File: config.mk
export PLATFORM = sky130hd
export DESIGN_NAME = debug_status_register_map
export DESIGN_NICKNAME = d
export VERILOG_FILES = /design/src/debug_status_register_map.v
export VERILOG_INCLUDE_DIRS = /design/src
export SDC_FILE = /design/constraint.sdc
export NUM_CORES = 1
export LEC_CHECK = 0
export ABC_AREA = 1
export BUFFER_PORTS_ARGS = -buffer_cell sky130_fd_sc_hd__buf_2
export CAP_MARGIN = 20
export CELL_PAD_IN_SITES_DETAIL_PLACEMENT = 1
export CELL_PAD_IN_SITES_GLOBAL_PLACEMENT = 1
export CORE_MARGIN = 2
export CORE_UTILIZATION = 25
export CTS_BUF_LIST = sky130_fd_sc_hd__clkbuf_8
export DETAILED_ROUTE_END_ITERATION = 10
export GPL_TIMING_DRIVEN = 0
export PLACE_DENSITY = 0.73
export SLEW_MARGIN = 30
export SYNTH_ARGS = -nofsm -noshare
export SYNTH_HDL_FRONTEND = slang
export SYNTH_SLANG_ARGS = --single-unit
export TNS_END_PERCENT = 30
File: constraint.sdc
create_clock -name sys_clk -period 1 [get_ports sys_clk]
set_clock_uncertainty 0.1 [all_clocks]
set_input_delay 0.2 -clock sys_clk [delete_from_list [all_inputs] [get_ports sys_clk]]
set_output_delay 0.2 -clock sys_clk [all_outputs]
set_load 0.05 [all_outputs]
File: src/debug_regs_consts.vh
// constants for the debug status register bank
`ifndef DEBUG_REGS_CONSTS_VH
`define DEBUG_REGS_CONSTS_VH

// debug register window, byte addresses
`define DBG_WIN_BASE 16'hFF00
`define DBG_WIN_LAST 16'hFF0B
`define DBG_RSV0_ADDR 16'hFF00
`define DBG_STATUS_ADDR 16'hFF01
`define DBG_RSV2_ADDR 16'hFF02
`define DBG_RSV5_ADDR 16'hFF05
`define DBG_CCR_ADDR 16'hFF06
`define DBG_REGPOS_ADDR 16'hFF07
`define DBG_RSV8_ADDR 16'hFF08
`define DBG_RSVB_ADDR 16'hFF0B

// debug_status field positions
`define ST_ENABLE_BIT 7
`define ST_ACTIVE_BIT 6
`define ST_TAG_BIT 5
`define ST_SHIFT_VALID_BIT 4
`define ST_TRACE_BIT 3
`define ST_CLKSEL_BIT 2
`define ST_UNSECURED_STATUS_BIT_BIT 1

// reset values
`define ST_RESET 8'h00
`define CCR_RESET 8'h00

// value returned for reserved and unmapped locations
`define RSV_READ 8'h00

// internal_reg_position: bits 6..3 carry block position bits 14..11
`define POS_MSB 14
`define POS_LSB 11
`define POS_FIELD_MSB 6
`define POS_FIELD_LSB 3

`endif

File: src/debug_status_register_map.v
// debug status, condition-code holding and register-position bank
`timescale 1ns/1ps
`include "debug_regs_consts.vh"

// How it works
// status register at FF01, reserved FF00, FF02-FF05
// read/write condition-code holding register at FF06
// read-only register position at FF07, FF08-FF0B reserved
// status readable in every mode via debug access
// enable reads one in special single-chip when permitted
// unsecured bit one only if secured and erased
// secure, not erased: unsecured bit hidden from host
// active bit set only by hardware entry
// active bit cleared only by firmware write
// clock select written only by hardware/firmware
// host leaves other status bits alone
// host sets enable only when firmware commands needed
// host accesses through hardware read/write commands only
// entry sets active and maps firmware table
// disabled unit refuses entry, hardware commands still run
// reserved reads fixed, reserved writes have no effect
module debug_status_register_map (
    // clock and reset
    input wire sys_clk,
    input wire rstn,
    // debug hardware read/write commands from the serial engine
    input wire hw_req,
    input wire hw_wr,
    input wire [15:0] hw_addr,
    input wire [7:0] hw_wdata,
    output reg [7:0] hw_rdata_ff,
    output reg hw_ack_ff,
    // core bus accesses, fw_exec marks code running from the firmware table
    input wire cpu_req,
    input wire cpu_wr,
    input wire [15:0] cpu_addr,
    input wire [7:0] cpu_wdata,
    input wire fw_exec,
    output reg [7:0] cpu_rdata_ff,
    output reg cpu_ack_ff,
    // operating mode and security state
    input wire special_single_chip,
    input wire secured,
    input wire fully_erased,
    // debug hardware events
    input wire enter_req,
    input wire tag_go,
    input wire shift_valid_set,
    input wire shift_valid_clr,
    input wire trace_set,
    input wire trace_clr,
    input wire [15:0] reg_block_base,
    // state towards the rest of the unit
    output wire debug_enable_bit,
    output wire debug_active_bit,
    output wire tagging_enable_bit,
    output wire shift_valid_bit,
    output wire debug_clock_select_bit,
    output wire fw_table_en,
    output wire enter_taken,
    output wire [7:0] cond_code_holding
);

    reg [7:0] status_ff;
    reg [7:0] nxt_status;
    reg [7:0] ccr_ff;
    reg [7:0] nxt_ccr;
    reg permit_q_ff;
    reg [7:0] hw_rd_val;
    reg [7:0] cpu_rd_val;

    wire in_win_hw;
    wire in_win_cpu;
    wire hw_wr_en;
    wire fw_wr_en;
    wire user_wr_en;
    wire hw_st_wr;
    wire fw_st_wr;
    wire fw_ccr_wr;
    wire user_ccr_wr;
    wire hw_ccr_wr;
    wire st_wr;
    wire [7:0] st_wdata;
    wire fw_preset_permit;
    wire preset_enable;
    wire unsecured_status_bit_view;
    wire [7:0] pos_field;
    wire [7:0] status_view;
    wire fw_act_clr;
    wire hw_rsv_hit;
    wire cpu_rsv_hit;

    // the bank only decodes its registers inside its own window
    assign in_win_hw = (hw_addr >= `DBG_WIN_BASE) && (hw_addr <= `DBG_WIN_LAST);
    assign in_win_cpu = (cpu_addr >= `DBG_WIN_BASE) && (cpu_addr <= `DBG_WIN_LAST);

    // reserved holes answer with the fixed pattern and take no write
    assign hw_rsv_hit = (hw_addr == `DBG_RSV0_ADDR) ||
        ((hw_addr >= `DBG_RSV2_ADDR) && (hw_addr <= `DBG_RSV5_ADDR)) ||
        ((hw_addr >= `DBG_RSV8_ADDR) && (hw_addr <= `DBG_RSVB_ADDR));
    assign cpu_rsv_hit = (cpu_addr == `DBG_RSV0_ADDR) ||
        ((cpu_addr >= `DBG_RSV2_ADDR) && (cpu_addr <= `DBG_RSV5_ADDR)) ||
        ((cpu_addr >= `DBG_RSV8_ADDR) && (cpu_addr <= `DBG_RSVB_ADDR));

    // hardware commands reach every register in every mode
    assign hw_wr_en = hw_req && hw_wr;
    // the firmware flag splits core stores into firmware and user writers
    assign fw_wr_en = cpu_req && cpu_wr && fw_exec;
    assign user_wr_en = cpu_req && cpu_wr && !fw_exec;

    // status writes come only from hardware commands or firmware stores
    // a user store to status is dropped but still acknowledged
    assign hw_st_wr = hw_wr_en && (hw_addr == `DBG_STATUS_ADDR);
    assign fw_st_wr = fw_wr_en && (cpu_addr == `DBG_STATUS_ADDR);
    // a hardware command wins over a firmware store in the same cycle
    assign st_wr = hw_st_wr || fw_st_wr;
    assign st_wdata = hw_st_wr ? hw_wdata : cpu_wdata;

    // the firmware's own data decides a clear of active; a hardware store
    // that wins the shared data path must not take active down for it
    assign fw_act_clr = fw_st_wr && !cpu_wdata[`ST_ACTIVE_BIT];

    assign hw_ccr_wr = hw_wr_en && (hw_addr == `DBG_CCR_ADDR);
    assign fw_ccr_wr = fw_wr_en && (cpu_addr == `DBG_CCR_ADDR);
    assign user_ccr_wr = user_wr_en && (cpu_addr == `DBG_CCR_ADDR);

    // the firmware in special single-chip mode sets enable before any
    // command can complete; when secured that waits for the erase check
    // only a rising permit presets, so a later host clear of enable sticks
    assign fw_preset_permit = special_single_chip && (!secured || fully_erased);
    assign preset_enable = fw_preset_permit && !permit_q_ff;

    // entry is refused while enable is clear
    // hardware commands keep being served while entry is refused
    assign enter_taken = enter_req && status_ff[`ST_ENABLE_BIT];

    // unsecured view: only secured and erased parts in special single-chip
    // report one, so a secured part that is not erased never shows it
    assign unsecured_status_bit_view = special_single_chip && secured && fully_erased;

    // only the position bits the core can move are reported
    assign pos_field = {1'b0, reg_block_base[`POS_MSB:`POS_LSB], 3'b000};

    // live read view of the status register, bit 0 always reads zero
    // the unsecured bit is not stored, so it follows the security state at once
    assign status_view = {status_ff[7:2], unsecured_status_bit_view, 1'b0};

    always @*
    begin
        nxt_status = status_ff;
        // enable, tagging, shift-valid and trace are plain data for writers
        if (st_wr)
        begin
            nxt_status[`ST_ENABLE_BIT] = st_wdata[`ST_ENABLE_BIT];
            nxt_status[`ST_TAG_BIT] = st_wdata[`ST_TAG_BIT];
            nxt_status[`ST_SHIFT_VALID_BIT] = st_wdata[`ST_SHIFT_VALID_BIT];
            nxt_status[`ST_TRACE_BIT] = st_wdata[`ST_TRACE_BIT];
            nxt_status[`ST_CLKSEL_BIT] = st_wdata[`ST_CLKSEL_BIT];
        end
        // only a firmware store can take the active bit down
        if (fw_act_clr)
        begin
            nxt_status[`ST_ACTIVE_BIT] = 1'b0;
        end
        // hardware events override a concurrent write
        if (preset_enable)
        begin
            nxt_status[`ST_ENABLE_BIT] = 1'b1;
        end
        // set beats clear when the engine raises both in one cycle
        if (shift_valid_clr)
        begin
            nxt_status[`ST_SHIFT_VALID_BIT] = 1'b0;
        end
        if (shift_valid_set)
        begin
            nxt_status[`ST_SHIFT_VALID_BIT] = 1'b1;
        end
        // trace follows the same set-over-clear order
        if (trace_clr)
        begin
            nxt_status[`ST_TRACE_BIT] = 1'b0;
        end
        if (trace_set)
        begin
            nxt_status[`ST_TRACE_BIT] = 1'b1;
        end
        if (tag_go)
        begin
            nxt_status[`ST_TAG_BIT] = 1'b1;
        end
        // entry clears tagging and sets active, and wins over a firmware clear
        if (enter_taken)
        begin
            nxt_status[`ST_TAG_BIT] = 1'b0;
            nxt_status[`ST_ACTIVE_BIT] = 1'b1;
        end
        // bits 1 and 0 are not storage
        // so a write can never latch a stale unsecured value
        nxt_status[`ST_UNSECURED_STATUS_BIT_BIT] = 1'b0;
        nxt_status[0] = 1'b0;
    end

    // the core saves its condition codes here; a hardware command wins a
    // same-cycle clash because the host owns the debug session
    always @*
    begin
        nxt_ccr = ccr_ff;
        if (user_ccr_wr || fw_ccr_wr)
        begin
            nxt_ccr = cpu_wdata;
        end
        if (hw_ccr_wr)
        begin
            nxt_ccr = hw_wdata;
        end
    end

    always @(posedge sys_clk or negedge rstn)
    begin
        if (!rstn)
        begin
            status_ff <= `ST_RESET;
            ccr_ff <= `CCR_RESET;
            // permit history starts low so a part permitted in reset presets at once
            permit_q_ff <= 1'b0;
        end
        else
        begin
            status_ff <= nxt_status;
            ccr_ff <= nxt_ccr;
            permit_q_ff <= fw_preset_permit;
        end
    end

    // read multiplexer for hardware commands
    // reserved holes are caught before the case so they read the fixed pattern
    always @*
    begin
        hw_rd_val = `RSV_READ;
        if (in_win_hw && !hw_rsv_hit)
        begin
            case (hw_addr)
                `DBG_STATUS_ADDR: hw_rd_val = status_view;
                `DBG_CCR_ADDR: hw_rd_val = ccr_ff;
                `DBG_REGPOS_ADDR: hw_rd_val = pos_field;
                default: hw_rd_val = `RSV_READ;
            endcase
        end
    end

    // read multiplexer for core bus reads
    // the core sees the same view as the host; security gates neither side
    always @*
    begin
        cpu_rd_val = `RSV_READ;
        if (in_win_cpu && !cpu_rsv_hit)
        begin
            case (cpu_addr)
                `DBG_STATUS_ADDR: cpu_rd_val = status_view;
                `DBG_CCR_ADDR: cpu_rd_val = ccr_ff;
                `DBG_REGPOS_ADDR: cpu_rd_val = pos_field;
                default: cpu_rd_val = `RSV_READ;
            endcase
        end
    end

    // answers are registered so the serial engine sees stable data
    // every request is acked, refused and reserved ones too, so the link never stalls
    always @(posedge sys_clk or negedge rstn)
    begin
        if (!rstn)
        begin
            hw_rdata_ff <= 8'h00;
            hw_ack_ff <= 1'b0;
            cpu_rdata_ff <= 8'h00;
            cpu_ack_ff <= 1'b0;
        end
        else
        begin
            hw_ack_ff <= hw_req;
            cpu_ack_ff <= cpu_req;
            if (hw_req && !hw_wr)
            begin
                hw_rdata_ff <= hw_rd_val;
            end
            if (cpu_req && !cpu_wr)
            begin
                cpu_rdata_ff <= cpu_rd_val;
            end
        end
    end

    // state outputs come straight from the status flops
    assign debug_enable_bit = status_ff[`ST_ENABLE_BIT];
    assign debug_active_bit = status_ff[`ST_ACTIVE_BIT];
    assign tagging_enable_bit = status_ff[`ST_TAG_BIT];
    assign shift_valid_bit = status_ff[`ST_SHIFT_VALID_BIT];
    assign debug_clock_select_bit = status_ff[`ST_CLKSEL_BIT];
    // the firmware lookup table is in the map exactly while active
    assign fw_table_en = status_ff[`ST_ACTIVE_BIT];
    assign cond_code_holding = ccr_ff;

endmodule

Word level (Yosys, flattened, before mapping)
Cells that the tools add are included.
- flip-flop bits (word level): 33
- output and inout port bits: 33
- word-level logic and storage cells: 93
- bits in latches: 0
- memory bits (read-only): 0
- input port bits: 80
- memories: 0
- bits in writable memories: 0
- mux-type cells: 17
- reductions and logical operators: 46
- order comparisons: 10
- div/mod/pow operators: 0
- multipliers: 0
- bitwise operators: 0
- eq/ne operators: 8
- shift-type cells: 0
- add/sub/neg operators: 0
- operator list (operator ; number):
    == test 16 bit, second input constant ; 8
    >= comparator 16 bit, second input constant ; 6
    <= comparator 16 bit, second input constant ; 4
    one-hot mux 8 bit (3 select lines) ; 2
    two-way mux 8 bit ; 5
    logical AND 1 bit ; 25
    nonzero test 3 bit ; 3
    logical NOT 1 bit ; 8
    two-way mux 1 bit ; 8
    logical OR 1 bit ; 7
    nonzero test 2 bit ; 3
    two-way mux 4 bit ; 1
    two-way mux 2 bit ; 1

Longest topological paths before layout
- depth after elaboration: 7
- gate-level depth with buffers: 11
- depth with buffers taken out: 10

Worst setup path before layout
Ideal clock, no wire load.
- path kind: register to register
- from: register status_ff[7]
- to: register status_ff[5]
- required time: 0.781 ns
- path buffers: 0
- clock period less this slack: 1.567 ns
- setup time: 0.119 ns
- path slack: -0.567 ns
- stages on the path, launching flop included: 6
- arrival time: 1.348 ns
- path through: dfrtp_1 -> nand2_1 -> inv_1 -> nor2_1 -> nand3_1 -> nand2_1
- longest elaborated chain between the ends: 2
- elaborated cells between the ends (all ways): 3
- those cells by class: mux (1); reduce/logical (2)
- RTL lines (what ; RTL line ; text):
    start, declared ; debug_status_register_map.v:64 ; reg [7:0] status_ff;
    start signal, assigned ; debug_status_register_map.v:223 ; status_ff <= `ST_RESET;
    start signal, assigned ; debug_status_register_map.v:230 ; status_ff <= nxt_status;
    logical AND 1 bit (*) ; debug_status_register_map.v:135 ; assign enter_taken = enter_req && status_ff[`ST_ENABLE_BIT];
    via enter_taken ; debug_status_register_map.v:60 ; output wire enter_taken,
    nonzero test 3 bit (no source line) / two-way mux 2 bit (equally long branches) ; - ;
Mark *: on every way through the listed nets, which the timed path passes. The rest lies on a longest branch.
A chain may end at the register's enable or synchronous reset.

Worst setup path in the final report
- from: register status_ff[7]
- to: output port enter_taken
- longest elaborated chain between the ends: 1
- RTL lines (what ; RTL line):
    logical AND 1 bit ; debug_status_register_map.v:135
    end, declared ; debug_status_register_map.v:60
Every way passes these cells.

==> results by stage <==
Clock network:
- The cell sitting at the root of the clock tree is a sky130_fd_sc_hd__clkbuf_8.
- For this design, the CTS-stage hold fixing added 2 buffers.
- The clock passes through at most 2 buffers.
- In this run, CTS created clock tree buffers numbering 5.
- After clock tree synthesis, the clock-pin slew on the worst setup and hold paths is roughly 0.070 ns.
- The TritonCTS sink count is 33.
- The clock latency at the later pin of the worst-skew pair is between 0.2 and 0.3 ns.
- The TritonCTS clock tree is built.
- CTS built an H-tree with a depth of 2.

Timing:
- The time the final worst path needs with I/O delays and setup is around 1.4 ns.
- The number of hold violations in the final report is 33.
- The transition time of the tightest slew-check pin is about 0.74 ns.
- The relative max-transition margin is 50.7%.
- Setup violations remaining at the end of the flow were counted as between 60 and 70.
- Based on the critical path, the design can be clocked at up to approximately 0.73 GHz.
- The max-slew violation count came to 0.
- In the post-route analysis, the smallest setup slack over all paths is -0.372 ns.
- The worst path uses 137% of the clock period.
- Across all hold checks on the routed design, the worst slack comes to -0.134 ns.
- The setup total negative slack is -10.90 ns.
- Setup repair after global routing could not meet its margin everywhere.

Power and ir drop:
- The design internal power is around 2.4 mW.
- The fraction of power spent switching nets is 27.0%.
- In this run the power spent charging and discharging nets is about 0.90 mW.
- Per report_power, the combinational group accounts for 19.5% of the total.
- The clock network is responsible for approximately two fifths of the overall power.
- IR analysis of the VDD net gives a maximum drop of roughly 0.00045 V.
- The sequential power share is 40.9%.
- In this run the power density over the cells is a little over 800 mW/mm^2.
- In this run the static leakage power is between 2 and 2.5 nW.
- After layout, the design draws a total of 3.35 mW.

Die:
- The top-level port count is ~110.
- After floorplanning, the core was sized to cover 0.00809 mm^2.
- The chip height is ~95 um.
- The cell row count is 33.
- The area of the die is between 0.008 and 0.009 mm^2.
- The starting density of the core is between 20% and 30%.
- In this run the horizontal extent of the chip is between 90 and 100 um.

Setup path:
- The critical path is of the flip-flop to output port type.
- The category of the worst setup path capture point is an output port.
- The kind of start point of the critical path is a flip-flop.
- Along the worst path, the maximum fanout reaches 2.
- Data on the critical path is required at its endpoint by roughly 0.70 ns.
- Data arrives at the worst endpoint at about 1.1 ns.

Route:
- The average vias per placed instance is 4.96.
- The total iterations of the first detailed-routing run is 4.
- After detailed routing, the number of remaining DRC violations is 0.
- The routed length per placed instance is 18.5 um.
- After the first detailed-routing iteration, the DRC count stood at 97.
- The detail route stage leaves a number of antenna-violating nets equal to 0.
- After detailed routing, the total wire length is just over 10 mm.
- The via count is roughly 2800.

Global route:
- The wire length of the first global-routing pass is about 15 mm.
- Entering global routing, the biggest net connects 34 pins.
- Summed over all layers, the global routing overflow is 0.
- The global-route track usage on met1 is approximately 25%.
- The number of global-route vias before repair is roughly 2900.
- The total routing usage reported by global routing is between 20% and 30%.
- In the global route stage, met2 resource usage came out at 39.8%.
- The number of antenna violations at the first check in global routing is 1.
- For met3 alone, demand over resource in global routing was around 4.2%.
- The most crowded layer after global routing is met2.

Min path:
- The tightest min-delay check is of the input port to async pin type.

Cells and area:
- Once layout is complete, the cells apart from fillers number 558.
- The final core utilization is 50.2%.
- Of the cells placed in the final design, the portion with a size suffix greater than 1 is 56.2%.
- The final layout contains between 500 and 600 nets.
- The synthesis-to-layout area growth is 98.4%.
- Fill cells in the final layout number 983.

Yosys:
- The sequential-to-total area share from yosys stat is around two fifths.
- Counting flops and latches in the post-synthesis netlist gives 33.
- Synthesis instantiated 26 different standard cells from the library.
- The number of synthesis warnings is 0.
- The total nets after synthesis is between 300 and 400.
- In this run the cell area of the synthesized design comes to about 0.002 mm^2.
- The gate count of the mapped netlist is just over 300.
- The average cell area after synthesis is 6.79 um^2.

Status:
- The final reports fail on hold timing, setup timing.
- The flow ran to the end, but the final reports show violations.

Place:
- The last weighted congestion value of the routability-driven placer is 0.848.
- The post-detailed-placement half-perimeter wirelength is 6.22 mm.
- Counting tap cells, the placed design contains a total of 507 instances.
- During placement, the flow inserted port buffers numbering 100.

Run:
- The count of max-cap constraint violations is 0.
-- flip-flops by register name, summed over array words and instances, names as in the netlist --
signal             cells
cpu_rdata_ff           8
permit_q_ff            1
cond_code_holding      8
cpu_ack_ff             1
status_ff              6
hw_rdata_ff            8
hw_ack_ff              1
-- what timing repair did --
item | 4_1_cts | 5_1_grt
resized for setup | 186 | 61
gates cloned | 1 | 0
buffers inserted | 29 | 10
pin swaps | 51 | 37
endpoints found under the setup margin | 63 | 63
hold endpoints to repair | 35 | 33
-- area by class of cell --
cell class                 instances  area, um^2  share of cell area [%]
tap                              105         131                    3.23
antenna                            1        2.50                  0.0616
timing repair buffer             141        1220                    30.1
sequential                        33         836                    20.6
clock buffer                       6        82.6                    2.03
clock inverter                     2        33.8                   0.831
inverter                          34         163                    4.00
multi-input combinational        234        1560                    38.4
buffer                             2        31.3                   0.769
-- cell usage in the layout, fill, tap and decap left out, types with 9 or more instances in the layout --
cell type | netlist | final
sky130_fd_sc_hd__buf_4 | 1 | 28
sky130_fd_sc_hd__nand2_1 | 127 | 100
sky130_fd_sc_hd__nor2_4 | 2 | 18
sky130_fd_sc_hd__nand3_1 | 44 | 28
sky130_fd_sc_hd__nand2_4 | 1 | 10
sky130_fd_sc_hd__inv_1 | 29 | 18
sky130_fd_sc_hd__nand4_1 | 9 | 9
sky130_fd_sc_hd__buf_6 | 1 | 56
sky130_fd_sc_hd__nand2_2 | 0 | 16
sky130_fd_sc_hd__nand3_2 | 0 | 13
sky130_fd_sc_hd__buf_2 | 0 | 47
sky130_fd_sc_hd__dfrtp_1 | 33 | 25
-- logic make-up after synthesis --
family | Yosys count | synth area share (%)
compound gates | 17 | 5.56
flops | 33 | 40.3
buf+inv | 36 | 7.14
simple gates | 216 | 47.0
-- per-stage QoR --
stage,instance area [um^2],setup slack (ns)
detailed placement,2710,-0.770
global route,4070,-0.403
global placement,2710,-0.698
CTS,3750,-0.375
finish,4070,-0.372
floorplan,2080,-0.355
-- synthesized netlist by cell type --
cell	instances	share of area, %
sky130_fd_sc_hd__a21boi_0	1	0.37
sky130_fd_sc_hd__buf_4	1	0.37
sky130_fd_sc_hd__buf_6	1	0.55
sky130_fd_sc_hd__clkinv_1	1	0.18
sky130_fd_sc_hd__dfrtp_1	33	40
sky130_fd_sc_hd__inv_1	29	5.3
sky130_fd_sc_hd__inv_2	4	0.73
sky130_fd_sc_hd__nand2_1	127	23
sky130_fd_sc_hd__nand2_4	1	0.55
sky130_fd_sc_hd__nand3_1	44	11
sky130_fd_sc_hd__nand3b_1	2	0.73
sky130_fd_sc_hd__nand4_1	9	2.7
sky130_fd_sc_hd__nand4_2	1	0.61
sky130_fd_sc_hd__nor2_1	23	4.2
sky130_fd_sc_hd__nor2_2	2	0.61
sky130_fd_sc_hd__nor2_4	2	1.1
sky130_fd_sc_hd__nor2_8	1	0.98
sky130_fd_sc_hd__nor3_1	2	0.49
sky130_fd_sc_hd__nor3b_1	1	0.37
sky130_fd_sc_hd__nor3b_2	1	0.61
sky130_fd_sc_hd__o211ai_1	1	0.37
sky130_fd_sc_hd__o21ai_0	2	0.49
sky130_fd_sc_hd__o21ai_1	4	0.98
sky130_fd_sc_hd__o21ai_4	1	0.79
sky130_fd_sc_hd__o22ai_1	6	1.8
sky130_fd_sc_hd__o31ai_1	2	0.73
-- power groups by stage --
| stage | sequential, mW | clock (mW) | combinational (mW) |
|---|---|---|---|
| 2_1_floorplan | 1.42 | 0 | 0.132 |
| 3_3_place_gp | 1.39 | 0 | 0.394 |
| 3_5_place_dp | 1.39 | 0 | 0.405 |
| 4_1_cts | 1.37 | 1.33 | 0.566 |
| 5_1_grt | 1.37 | 1.40 | 0.701 |
| 6_report | 1.37 | 1.32 | 0.654 |
-- layer usage --
layer | up-vias | share of wire (%)
met3 | 21 | 4.2
met5 | - | 0
met1 | 1366 | 38
met4 | 0 | 2.9
li1 | 1289 | -
met2 | 93 | 55
-- worst paths after layout --
check / end / slack, ns / cells past startpoint / from
max in group asynchronous: status_ff[4]$_DFFE_PN0P_ / 0.42 / 1 / rstn
max reg2reg: hw_rdata_ff[6]$_DFFE_PN0P_ / -0.15 / 6 / status_ff[6]$_DFFE_PN0P_
min: hw_rdata_ff[3]$_DFFE_PN0P_ / -0.13 / 1 / rstn
min in group sys_clk: status_ff[3]$_DFFE_PN0P_ / 0.03 / 3 / trace_set
max: enter_taken / -0.37 / 3 / status_ff[7]$_DFFE_PN0P_
min reg2reg: cpu_rdata_ff[6]$_DFFE_PN0P_ / 0.40 / 2 / cpu_rdata_ff[6]$_DFFE_PN0P_
-- worst max-delay path: stages, from the launching register on --
cell and delay (ns):
sky130_fd_sc_hd__dfrtp_2 0.43, sky130_fd_sc_hd__nand2_4 0.08, sky130_fd_sc_hd__clkinvlp_4 0.10, sky130_fd_sc_hd__buf_8 0.16
(Power assumes the default switching activity.)
